`src/tsense_pkg.sv`:
```
package tsense_pkg;
	localparam logic [3:0] DEV_ADDR_HI = 4'h3;
	localparam int unsigned CLK_HZ = 40000000;
	localparam int unsigned CONV_HZ = 8;
	localparam int unsigned CONV_CYCLES = CLK_HZ / CONV_HZ;
	localparam int unsigned NUM_REGS = 16;
	localparam logic [3:0] REG_CAP = 4'h0;
	localparam logic [3:0] REG_CFG = 4'h1;
	localparam logic [3:0] REG_TEMP = 4'h5;
	localparam logic [3:0] REG_MFR = 4'h6;
	localparam logic [3:0] REG_DEV = 4'h7;
	localparam logic [3:0] REG_LAST_USED = 4'h7;
	localparam logic [15:0] CAP_RESET = 16'h0017;
	localparam logic [15:0] ZERO_RESET = 16'h0000;
	localparam int unsigned CFG_EVENT_EN_BIT = 3;
	localparam int unsigned CFG_EVENT_POL_BIT = 1;
	localparam int unsigned BYTE_MSB = 7;
	localparam logic [3:0] ACK_BIT = 4'h8;
	localparam logic [3:0] LAST_DATA_BIT = 4'h7;
	typedef enum {ST_IDLE, ST_ADDR, ST_CMD, ST_WHI, ST_WLO, ST_RHI, ST_RLO, ST_IGNORE} state_t;
endpackage : tsense_pkg

```
`src/tsense_slave.sv`:
```
`timescale 1ns/100ps
`default_nettype none
module tsense_slave #(
	parameter int unsigned CONV_CYCLES = tsense_pkg::CONV_CYCLES,
	parameter logic [15:0] MFR_ID = 16'h00a5, // arbitrary identity value
	parameter logic [15:0] DEV_ID = 16'h0100 // arbitrary identity value
) (
	input wire logic CLK,
	input wire logic RST,
	input wire logic SCL,
	input wire logic SDA_IN,
	output logic SDA_OUT,
	output logic SDA_OE,
	input wire logic ADDR_SELECT_BIT0,
	input wire logic ADDR_SELECT_BIT1,
	input wire logic ADDR_SELECT_BIT2,
	input wire logic [15:0] TEMP_SAMPLE,
	input wire logic ALARM_REQ,
	output logic ALARM_OUT,
	output logic ALARM_OE
);
	// ==========================================
	// input sampling
	logic [2:0] scl_s_q;
	logic [2:0] sda_s_q;
	logic scl_q;
	logic sda_q;
	always_ff @(posedge CLK) begin
		if (RST) begin
			scl_s_q <= 3'h7;
			sda_s_q <= 3'h7;
		end else begin
			scl_s_q <= {scl_s_q[1:0], SCL};
			sda_s_q <= {sda_s_q[1:0], SDA_IN};
		end
	end
	// a level counts once stages two and three agree, which also eats short spikes
	always_ff @(posedge CLK) begin
		if (RST) begin
			scl_q <= 1'b1;
			sda_q <= 1'b1;
		end else begin
			if (scl_s_q[1] == scl_s_q[2]) scl_q <= scl_s_q[2];
			if (sda_s_q[1] == sda_s_q[2]) sda_q <= sda_s_q[2];
		end
	end
	logic scl_d1_q;
	logic sda_d1_q;
	always_ff @(posedge CLK) begin
		if (RST) begin
			scl_d1_q <= 1'b1;
			sda_d1_q <= 1'b1;
		end else begin
			scl_d1_q <= scl_q;
			sda_d1_q <= sda_q;
		end
	end
	// straps are pins too, so they pass the same three-stage sampler as the bus lines
	logic [2:0] strap1_q;
	logic [2:0] strap2_q;
	logic [2:0] strap3_q;
	logic [2:0] strap_q;
	always_ff @(posedge CLK) begin
		if (RST) begin
			strap1_q <= '0;
			strap2_q <= '0;
			strap3_q <= '0;
			strap_q <= '0;
		end else begin
			strap1_q <= {ADDR_SELECT_BIT2, ADDR_SELECT_BIT1, ADDR_SELECT_BIT0};
			strap2_q <= strap1_q;
			strap3_q <= strap2_q;
			if (strap2_q == strap3_q) strap_q <= strap3_q;
		end
	end
	logic scl_rise;
	logic scl_fall;
	logic start_ev;
	logic stop_ev;
	assign scl_rise = scl_q & ~scl_d1_q;
	assign scl_fall = ~scl_q & scl_d1_q;
	assign start_ev = scl_q & scl_d1_q & sda_d1_q & ~sda_q;
	assign stop_ev = scl_q & scl_d1_q & ~sda_d1_q & sda_q;

	// ==========================================
	// conversion tick and register file
	logic [31:0] conv_cnt_q;
	logic conv_tick;
	assign conv_tick = (conv_cnt_q == CONV_CYCLES - 1);
	always_ff @(posedge CLK) begin
		if (RST) conv_cnt_q <= '0;
		else if (conv_tick) conv_cnt_q <= '0;
		else conv_cnt_q <= conv_cnt_q + 32'd1;
	end
	logic [15:0] regs_q [tsense_pkg::NUM_REGS];
	logic [3:0] ptr_q;
	logic [15:0] wdata_q;
	logic wr_commit;
	// commit one cycle late so that both bytes of wdata_q have landed
	logic commit_q;
	always_ff @(posedge CLK) begin
		if (RST) commit_q <= 1'b0;
		else commit_q <= wr_commit;
	end
	always_ff @(posedge CLK) begin
		if (RST) begin
			for (int i = 0; i < tsense_pkg::NUM_REGS; i++) regs_q[i] <= tsense_pkg::ZERO_RESET;
			regs_q[tsense_pkg::REG_CAP] <= tsense_pkg::CAP_RESET;
		end else begin
			if (conv_tick) regs_q[tsense_pkg::REG_TEMP] <= TEMP_SAMPLE;
			// only configuration and thresholds take writes; id and temperature are read only
			if (commit_q && ptr_q >= tsense_pkg::REG_CFG && ptr_q < tsense_pkg::REG_TEMP) regs_q[ptr_q] <= wdata_q;
		end
	end
	function automatic logic [15:0] read_reg(input logic [3:0] idx);
		if (idx == tsense_pkg::REG_MFR) read_reg = MFR_ID;
		else if (idx == tsense_pkg::REG_DEV) read_reg = DEV_ID;
		else if (idx > tsense_pkg::REG_LAST_USED) read_reg = tsense_pkg::ZERO_RESET;
		else read_reg = regs_q[idx];
	endfunction : read_reg
	logic [15:0] rd_word;
	assign rd_word = read_reg(ptr_q);

	// ==========================================
	// serial engine
	tsense_pkg::state_t state_q;
	logic [3:0] bit_q;
	logic [7:0] shift_q;
	logic [7:0] tx_q;
	logic [7:0] tx_lo_q;
	logic sda_low_q;
	logic lead_fall_q;
	logic [6:0] own_addr;
	assign own_addr = {tsense_pkg::DEV_ADDR_HI, strap_q};
	logic sending;
	assign sending = (state_q == tsense_pkg::ST_RHI) || (state_q == tsense_pkg::ST_RLO);
	assign wr_commit = (state_q == tsense_pkg::ST_WLO) && scl_fall && bit_q == tsense_pkg::ACK_BIT;

	always_ff @(posedge CLK) begin
		if (RST) begin
			state_q <= tsense_pkg::ST_IDLE;
			bit_q <= '0;
			shift_q <= '0;
			tx_q <= '0;
			tx_lo_q <= '0;
			ptr_q <= '0;
			wdata_q <= '0;
			sda_low_q <= 1'b0;
			lead_fall_q <= 1'b0;
		end else if (start_ev) begin
			state_q <= tsense_pkg::ST_ADDR;
			bit_q <= '0;
			sda_low_q <= 1'b0;
			lead_fall_q <= 1'b1;
		end else if (stop_ev) begin
			state_q <= tsense_pkg::ST_IDLE;
			sda_low_q <= 1'b0;
			lead_fall_q <= 1'b0;
		end else if (scl_rise && bit_q <= tsense_pkg::LAST_DATA_BIT && !sending) begin
			shift_q <= {shift_q[6:0], sda_q};
		end else if (scl_rise && bit_q == tsense_pkg::ACK_BIT && sending && sda_q) begin
			state_q <= tsense_pkg::ST_IGNORE;
		end else if (scl_fall && lead_fall_q) begin
			// the clock fall that closes a start carries no bit, so it must not count
			lead_fall_q <= 1'b0;
		end else if (scl_fall && state_q != tsense_pkg::ST_IDLE && state_q != tsense_pkg::ST_IGNORE) begin
			// all changes to data happen just after clock falls
			sda_low_q <= 1'b0;
			if (bit_q == tsense_pkg::LAST_DATA_BIT) begin
				bit_q <= tsense_pkg::ACK_BIT;
				if (!sending) begin
					case (state_q)
						tsense_pkg::ST_ADDR: begin
							if (shift_q[7:1] == own_addr) sda_low_q <= 1'b1;
							else state_q <= tsense_pkg::ST_IGNORE;
						end
						default: sda_low_q <= 1'b1;
					endcase
				end
			end else if (bit_q == tsense_pkg::ACK_BIT) begin
				bit_q <= '0;
				case (state_q)
					tsense_pkg::ST_ADDR: begin
						if (shift_q[0]) begin
							state_q <= tsense_pkg::ST_RHI;
							tx_q <= rd_word[15:8];
							tx_lo_q <= rd_word[7:0];
							sda_low_q <= ~rd_word[15];
						end else state_q <= tsense_pkg::ST_CMD;
					end
					tsense_pkg::ST_CMD: begin
						ptr_q <= shift_q[3:0];
						state_q <= tsense_pkg::ST_WHI;
					end
					tsense_pkg::ST_WHI: begin
						wdata_q[15:8] <= shift_q;
						state_q <= tsense_pkg::ST_WLO;
					end
					tsense_pkg::ST_WLO: begin
						wdata_q[7:0] <= shift_q;
						state_q <= tsense_pkg::ST_IGNORE;
					end
					tsense_pkg::ST_RHI: begin
						state_q <= tsense_pkg::ST_RLO;
						tx_q <= tx_lo_q;
						sda_low_q <= ~tx_lo_q[tsense_pkg::BYTE_MSB];
					end
					default: state_q <= tsense_pkg::ST_IGNORE;
				endcase
			end else begin
				bit_q <= bit_q + 4'h1;
				if (sending) begin
					tx_q <= {tx_q[6:0], 1'b0};
					sda_low_q <= ~tx_q[6];
				end
			end
		end
	end
	// ==========================================
	// pins
	assign SDA_OUT = 1'b0;
	assign SDA_OE = sda_low_q;
	assign ALARM_OUT = 1'b0;
	assign ALARM_OE = ALARM_REQ & regs_q[tsense_pkg::REG_CFG][tsense_pkg::CFG_EVENT_EN_BIT];

	// ==========================================
	// checks
	a_sda_only_low: assert property (@(posedge CLK) disable iff (RST)
		SDA_OE |-> SDA_OUT == 1'b0) else $error("data pin driven high");
	a_alarm_only_low: assert property (@(posedge CLK) disable iff (RST)
		ALARM_OE |-> ALARM_OUT == 1'b0) else $error("alarm pin driven high");
	a_sda_stable_high: assert property (@(posedge CLK) disable iff (RST)
		(scl_q && scl_d1_q && !start_ev && !stop_ev) |=> $stable(SDA_OE) || $fell(scl_q)) else $error("data moved in clock high");
	a_start_resets: assert property (@(posedge CLK) disable iff (RST)
		start_ev |=> state_q == tsense_pkg::ST_ADDR && bit_q == 4'h0 && !SDA_OE) else $error("start did not restart");
	a_stop_idles: assert property (@(posedge CLK) disable iff (RST)
		stop_ev && !start_ev |=> state_q == tsense_pkg::ST_IDLE && !SDA_OE) else $error("stop did not idle");
	a_addr_match_ack: assert property (@(posedge CLK) disable iff (RST)
		(state_q == tsense_pkg::ST_ADDR && scl_fall && bit_q == tsense_pkg::LAST_DATA_BIT && !start_ev && !stop_ev
		&& shift_q[7:1] == own_addr) |=> SDA_OE && bit_q == tsense_pkg::ACK_BIT) else $error("own address not acked");
	a_addr_miss_quiet: assert property (@(posedge CLK) disable iff (RST)
		(state_q == tsense_pkg::ST_ADDR && scl_fall && bit_q == tsense_pkg::LAST_DATA_BIT && !start_ev && !stop_ev
		&& shift_q[7:1] != own_addr) |=> !SDA_OE && state_q == tsense_pkg::ST_IGNORE) else $error("foreign address acked");
	a_ignore_silent: assert property (@(posedge CLK) disable iff (RST)
		state_q == tsense_pkg::ST_IGNORE |-> !SDA_OE) else $error("drove data while ignoring");
	a_temp_refresh: assert property (@(posedge CLK) disable iff (RST)
		conv_tick |=> regs_q[tsense_pkg::REG_TEMP] == $past(TEMP_SAMPLE)) else $error("temperature not refreshed");
	a_cmd_pointer: assert property (@(posedge CLK) disable iff (RST)
		(state_q == tsense_pkg::ST_CMD && scl_fall && bit_q == tsense_pkg::ACK_BIT && !start_ev && !stop_ev)
		|=> ptr_q == $past(shift_q[3:0]) && state_q == tsense_pkg::ST_WHI) else $error("pointer not loaded");
	c_word_read: cover property (@(posedge CLK) state_q == tsense_pkg::ST_RLO ##1 state_q == tsense_pkg::ST_IGNORE);
	c_word_write: cover property (@(posedge CLK) wr_commit);
	c_addr_miss: cover property (@(posedge CLK) state_q == tsense_pkg::ST_ADDR ##1 state_q == tsense_pkg::ST_IGNORE);
	c_repeat_start: cover property (@(posedge CLK) state_q == tsense_pkg::ST_WHI && start_ev);
endmodule : tsense_slave
`default_nettype wire

```
`config.mk`:
```
export PLATFORM = sky130hd
export DESIGN_NAME = tsense_slave
export DESIGN_NICKNAME = d
export VERILOG_FILES = /design/src/tsense_pkg.sv /design/src/tsense_slave.sv
export SDC_FILE = /design/constraint.sdc
export NUM_CORES = 1
export LEC_CHECK = 0
export BUFFER_PORTS_ARGS = -buffer_cell sky130_fd_sc_hd__buf_2
export CAP_MARGIN = 20
export CORE_ASPECT_RATIO = 1.75
export CORE_UTILIZATION = 45
export DETAILED_ROUTE_END_ITERATION = 8
export HOLD_SLACK_MARGIN = 0.05
export PLACE_DENSITY = 0.67
export SYNTH_ARGS = -nofsm -noshare
export SYNTH_HDL_FRONTEND = slang
export SYNTH_SLANG_ARGS = --single-unit
```
`constraint.sdc`:
```
create_clock -name CLK -period 2.7 [get_ports CLK]
set_input_delay 0.54 -clock CLK [delete_from_list [all_inputs] [get_ports CLK]]
set_output_delay 0.54 -clock CLK [all_outputs]
set_load 0.1 [all_outputs]
```
# Yosys cells after proc, flatten, opt, wreduce, memory -nomap -nowiden
# Memories as Yosys holds them, arrays and structs flattened. A register that Yosys moved wholly into a read port is not among the register bits.
# Index checks and enable logic that the tools add are counted.
# op_classes
n_eq_ne	30
bitwise	23
n_reduce_logical	36
n_mux	50
magnitude_cmp	4
n_addsub	2
# op_table
operator	n
32-bit two-way mux	8
32-bit by 4-bit == test with 1-bit output, second input constant	3
16-bit two-way mux	6
32-bit by 2-bit == test with 1-bit output, second input constant	2
32-bit by 3-bit == test with 1-bit output, second input constant	2
32-bit by 1-bit adder with 32-bit output, second input constant	1
32-bit by 1-bit == test with 1-bit output, second input constant	1
32-bit by 23-bit == test with 1-bit output, second input constant	1
32-bit by 4-bit inequality test with 1-bit output, second input constant	1
32-bit nonzero test	1
9-bit AND reduction	3
1-bit two-way mux	24
7-bit two-way mux	3
4-bit two-way mux	5
10-bit AND reduction	2
16-bit OR reduction	1
3-bit inequality test, second input constant	5
7-bit case mux with 2 select lines	1
7-bit AND reduction	2
1-bit inverter	13
4-bit by 3-bit == test with 1-bit output, second input constant	3
1-bit logical AND	12
3-bit case mux with 4 select lines	1
5-bit inequality test, second input constant	2
29 further kinds	42
# totals
regBits	136
mem_bits_rw	256
wordCells	169
memories	1
# memory_table
memory	words	word_bits	read_ports	rd_clocked_by_memory_dff	wr	line_no	source
regs_q	16	16	2	1	16	tsense_slave.sv:95	logic [15:0] regs_q [tsense_pkg::NUM_REGS];

# Depth between registers and ports, before layout
# logic_depth
depth_word	11
mapped_depth	9
ltp_nobuf	7

# Least setup slack after synthesis
# No wires, ideal clock.
# synth_timing
path_type	register to register
from	register conv_cnt_q[0]
to	memory regs_q[5][0] (enable)
path_slack_ns	0.129
t_arrival_ns	2.185
synth_period_minus_slack_ns	2.571
stages_incl_launch_ff	9
n_path_buf	3
cell_sequence	dfxtp_1 ha_1 and4_1 clkbuf_1 nand3_1 nor4_1 or2_1 clkbuf_1 clkbuf_1
# synth_lines
element	line_no	source
start: declaration	tsense_slave.sv:87	logic [31:0] conv_cnt_q;
start signal: assignment	tsense_slave.sv:93	else conv_cnt_q <= conv_cnt_q + 32'd1;
end: declaration	tsense_slave.sv:95	

# Worst setup path in the final report
# layout_timing
from	register scl_d1_q
to	register tx_q[1]
# layout_between
elab_chain_len	7
# layout_rtl
element	line_no	source
start: declaration	tsense_slave.sv:47	logic scl_d1_q;
start signal: assignment	tsense_slave.sv:54	scl_d1_q <= scl_q;
1-bit inverter	tsense_slave.sv:80	assign scl_rise = scl_q & ~scl_d1_q;
1-bit AND	tsense_slave.sv:80	
1-bit logical AND (3 in a row)	tsense_slave.sv:161	end else if (scl_rise && bit_q == tsense_pkg::ACK_BIT && sending && sda_q) begin
1-bit inverter (no line)	-	
10-bit AND reduction (no line) (*)	-	
end signal: assignment	tsense_slave.sv:186	tx_q <= rd_word[15:8];
end signal: assignment	tsense_slave.sv:205	tx_q <= tx_lo_q;
end signal: assignment	tsense_slave.sv:213	tx_q <= {tx_q[6:0], 1'b0};
end: declaration	tsense_slave.sv:129	logic [7:0] tx_q;
# Mark *: on every way between the ends. The rest lies on a longest branch, timed or not.
# A chain may end at the register's enable or synchronous reset.

==> metrics.md <==
| Metric | Value |
|---|---|
| Status | finished clean |
| Reg area | 0.00991 sq mm |
| # diodes | 0 |
| Max-cap viol count | 0 |
| Slew @ Worst Pin | 0.712 ns |
| Max Clock Freq | 432 MHz |
| CTS sink cnt | 367 |
| Crit-path cells | nor3b_1 > nand3_1 > a311oi_4 > buf_4 > nor2_1 > a2111oi_1 |
| Hold crit path type | primary input to flip-flop |
| Per-cell routed wire length | 17.6 um |
| Mux contribution to synthesized area | 0.145 |
| Avg Inst Size Synth | 14.8 sq um |
| Routability cong. | 0.807 |
| Post-DR vias/cell | 5.09 |
| Leading cell types in the layout, fill and taps excluded | edfxtp_1 (256), conb_1 (178), dfxtp_1 (107), nor2_1 (89), and2_1 (84) |
| Setup TNS | 0 ns |
| Post-Syn Instances | 1028 |
| Number of library cell types mapped by synthesis | 65 |
| Hpwl dp | 19300 um |
| Tot Pwr | 11400 uW |
| # DRC | 0 |
| Largest net degree at the start of global routing | 136 |
| Starting DRT DRC Count | 570 |
| Hold EP | scl_s_q[0] |
| Post-synthesis simple-gate area fraction | 0.118 |
| Yosys synthesis warning count | 0 |
| Synth Area in Adders | 0.00247 |
| Max Transition Viols Final | 0 |
| Critical R2R Launch | scl_d1_q |
| Synth Area in Compound Gates | 0.0369 |
| First-pass GRT wire length | 46700 um |
| Worst path required time | 3.10 ns |
| CP peak stage delay | 0.51 ns |
| Tmin final | 2.31 ns |
| Core area | 0.0330 sq mm |
| Syn-to-layout area delta | 15.7% |
| Reg2reg path depth | 6 |
| Hold_ws | 0.205 ns |
| Main synth FF type | edfxtp_1 |
| Mapped Area | 0.0152 sq mm |
| Sequential area share after synthesis | 0.653 |
| Reg clk slew, reported paths | 0.06 ns |
| Setup CP Type | flip-flop to flip-flop |
| Final setup viols | 0 |
| Post-synth EDFFs | 256 |
| Largest family of logic cells by synthesized area | multiplexers |
| Global-route usage over all layers | 0.179 |
| FP Rows | 88 |
| Htree depth | 2 |
| Global route overflow | 0 |
| Final wirelength | 29300 um |
| TritonCTS clock tree | built |
| Commonest non-fill, non-tap cell in the layout | edfxtp_1 |
| Post-synth top area share | 0.507 |
| Pleak | 0.00630 uW |
| Hold path start | SCL |
| Register bit total from synthesis | 367 |
| Via count | 8440 |
| FF-to-FF setup slack | 0.39 ns |
| Final period util | 0.856 |
| CP bufs+invs | 1 |
| Postcts setup bufs | 0 |
| RSZ-0062 raised after global routing | no |
| Post-CTS Resized | 0 |
| Slew margin rel. | 0.525 |
| Layout cell share with drive strength beyond 1 | 0.163 |
| Filler cell count in the final layout | 2707 |
| Skew-Pair Late Insertion Delay | 0.52 ns |
| Die H | 245 um |
| Post-route ant nets | 0 |
| Final Skew | 0.0129 ns |
| Ports | 28 |
| Die W | 141 um |
| Worst EP arrival | 2.71 ns |
| Fraction of registers with async set/reset | 0 |
| Initial antenna violation count | 0 |
| Clk root buf | clkbuf_16 |
| Starting density of the core | 0.459 |
| Top post-synthesis cells by area | edfxtp_1 (51%), dfxtp_1 (15%), mux4_2 (10%) |
| CTS Buf Count | 34 |
| Area of the multi-input gates | 0.00556 sq mm |
| Xor and xnor area share after synthesis | 0.0190 |
| CP max stage cell | dfxtp_1 |
| Setup crit start kind | flip-flop |
| DRT Pass-1 Iters | 5 |
| IR drop worst, VDD | 0.595 mV |
| Input/output buffers | 25 |
| Power per cell area | 652 mW/mm^2 |
| Crit end category | flip-flop |
| Top Family by Delay on Critical Path | simple AND/OR/NAND/NOR gates |
| Die footprint | 0.0345 sq mm |
| Final hold violations | 0 |
| # nets final | 1256 |
| Hold Crit Depth | 2 |
| Post-synth top area cell | edfxtp_1 |
| CP Max Fanout | 18 |
| Hold_buf cts | 0 |
| Vias in the first global route | 8815 |
| Max Buffers Root-to-Sink | 3 |
| R2R Path End | tx_q[1] |
power by group:
group	total (uW)	internal (uW)	switching, uW	leakage, uW
Clock	4710	2730	1980	0.000528
Combinational	355	139	215	0.00233
Sequential	6370	6300	71.3	0.00345
Total	11400	9170	2270	0.00630
state kept, by name, indices dropped and copies added, names as in the netlist, 3 cells and up, named ones only:
register / cells
shift_q: 8
ptr_q: 4
tx_lo_q: 8
conv_cnt_q: 32
strap_q: 3
bit_q: 4
strap1_q: 3
strap3_q: 3
scl_s_q: 3
sda_s_q: 3
tx_q: 7
state_q: 3
strap2_q: 3
regs_q: 256
wdata_q: 16
final cells by class:
class                           count  share of cell area
Sequential cell                   367               0.565
Timing Repair Buffer               55              0.0241
Multi-Input combinational cell    752               0.316
Clock inverter                      9             0.00535
Clock buffer                       52              0.0563
Tap cell                          405              0.0289
Inverter                           19             0.00406
how the worst max path moves through the flow:
stage | startpoint | endpoint | slack, ns | cells past startpoint
after global placement | RST | regs_q[2][11] | 0.41 | 5
after detailed placement | scl_d1_q | tx_q[1] | 0.36 | 6
after global routing | scl_d1_q | tx_lo_q[3] | 0.19 | 5
after CTS | scl_d1_q | tx_q[1] | 0.34 | 6
final | scl_d1_q | tx_q[1] | 0.39 | 6
after floorplan | conv_cnt_q[0] | regs_q[5][0] | 0.13 | 8
worst reg2reg max path: stages, from the launching register on:
cell and delay, ns:
dfxtp_1 0.51, nor3b_1 0.34, nand3_1 0.37, a311oi_4 0.31, buf_4 0.28, nor2_1 0.06, a2111oi_1 0.31
cell families after synthesis:
group	after synthesis
flip-flops	367
AND/OR/NAND/NOR	333
multiplexers	132
buffers and inverters	85
AO/OA/AOI/OAI	73
XOR/XNOR	33
adder cells (fa/ha/maj)	3
other	2
synthesized netlist by cell type, types with 3 or more instances:
library cell and number:
nor3_1 18, nor2b_1 12, or3_1 3, dfxtp_1 111, or2_2 12, a2111oi_1 3
mux2_2 5, o221ai_1 4, ha_1 3, nor2_1 89, o311a_1 4, inv_1 18
o21ai_0 5, edfxtp_1 256, nor4_1 11, a21oi_1 24, nand3_1 19, nand3b_1 6
xnor2_1 24, and3_1 6, nand2_1 33, nand2b_1 11, and2_1 84, clkbuf_1 39
o32ai_1 4, o21ai_1 3, buf_2 18, and4_1 5, xor2_1 9, buf_1 4
nor4b_1 3, mux4_2 70, or2_1 3, o21bai_1 3, mux2i_1 57, a211oi_1 3
nand4_1 6, a31oi_1 4
per-layer routing:
layer  global-route usage  share of wire  vias to the layer above
li1                     -              -                     4064
met1                0.197           0.38                     4137
met2                0.332           0.54                      161
met3               0.0271          0.031                       78
met4               0.0902          0.045                        0
met5                    0              0                        -
stage by stage:
| step | cell area, sq um | utilization | setup WS, ns | instances |
|---|---|---|---|---|
| 3_5_place_dp | 16500 | 0.499 | 0.363 | 1598 |
| 4_1_cts | 17600 | 0.531 | 0.335 | 1659 |
| 3_3_place_gp | 16500 | 0.499 | 0.409 | 1598 |
| 2_1_floorplan | 15800 | - | 0.129 | 1204 |
| 6_report | 17600 | 0.531 | 0.388 | 1659 |
| 5_1_grt | 17600 | 0.531 | 0.194 | 1659 |
(Power assumes the default switching activity.)
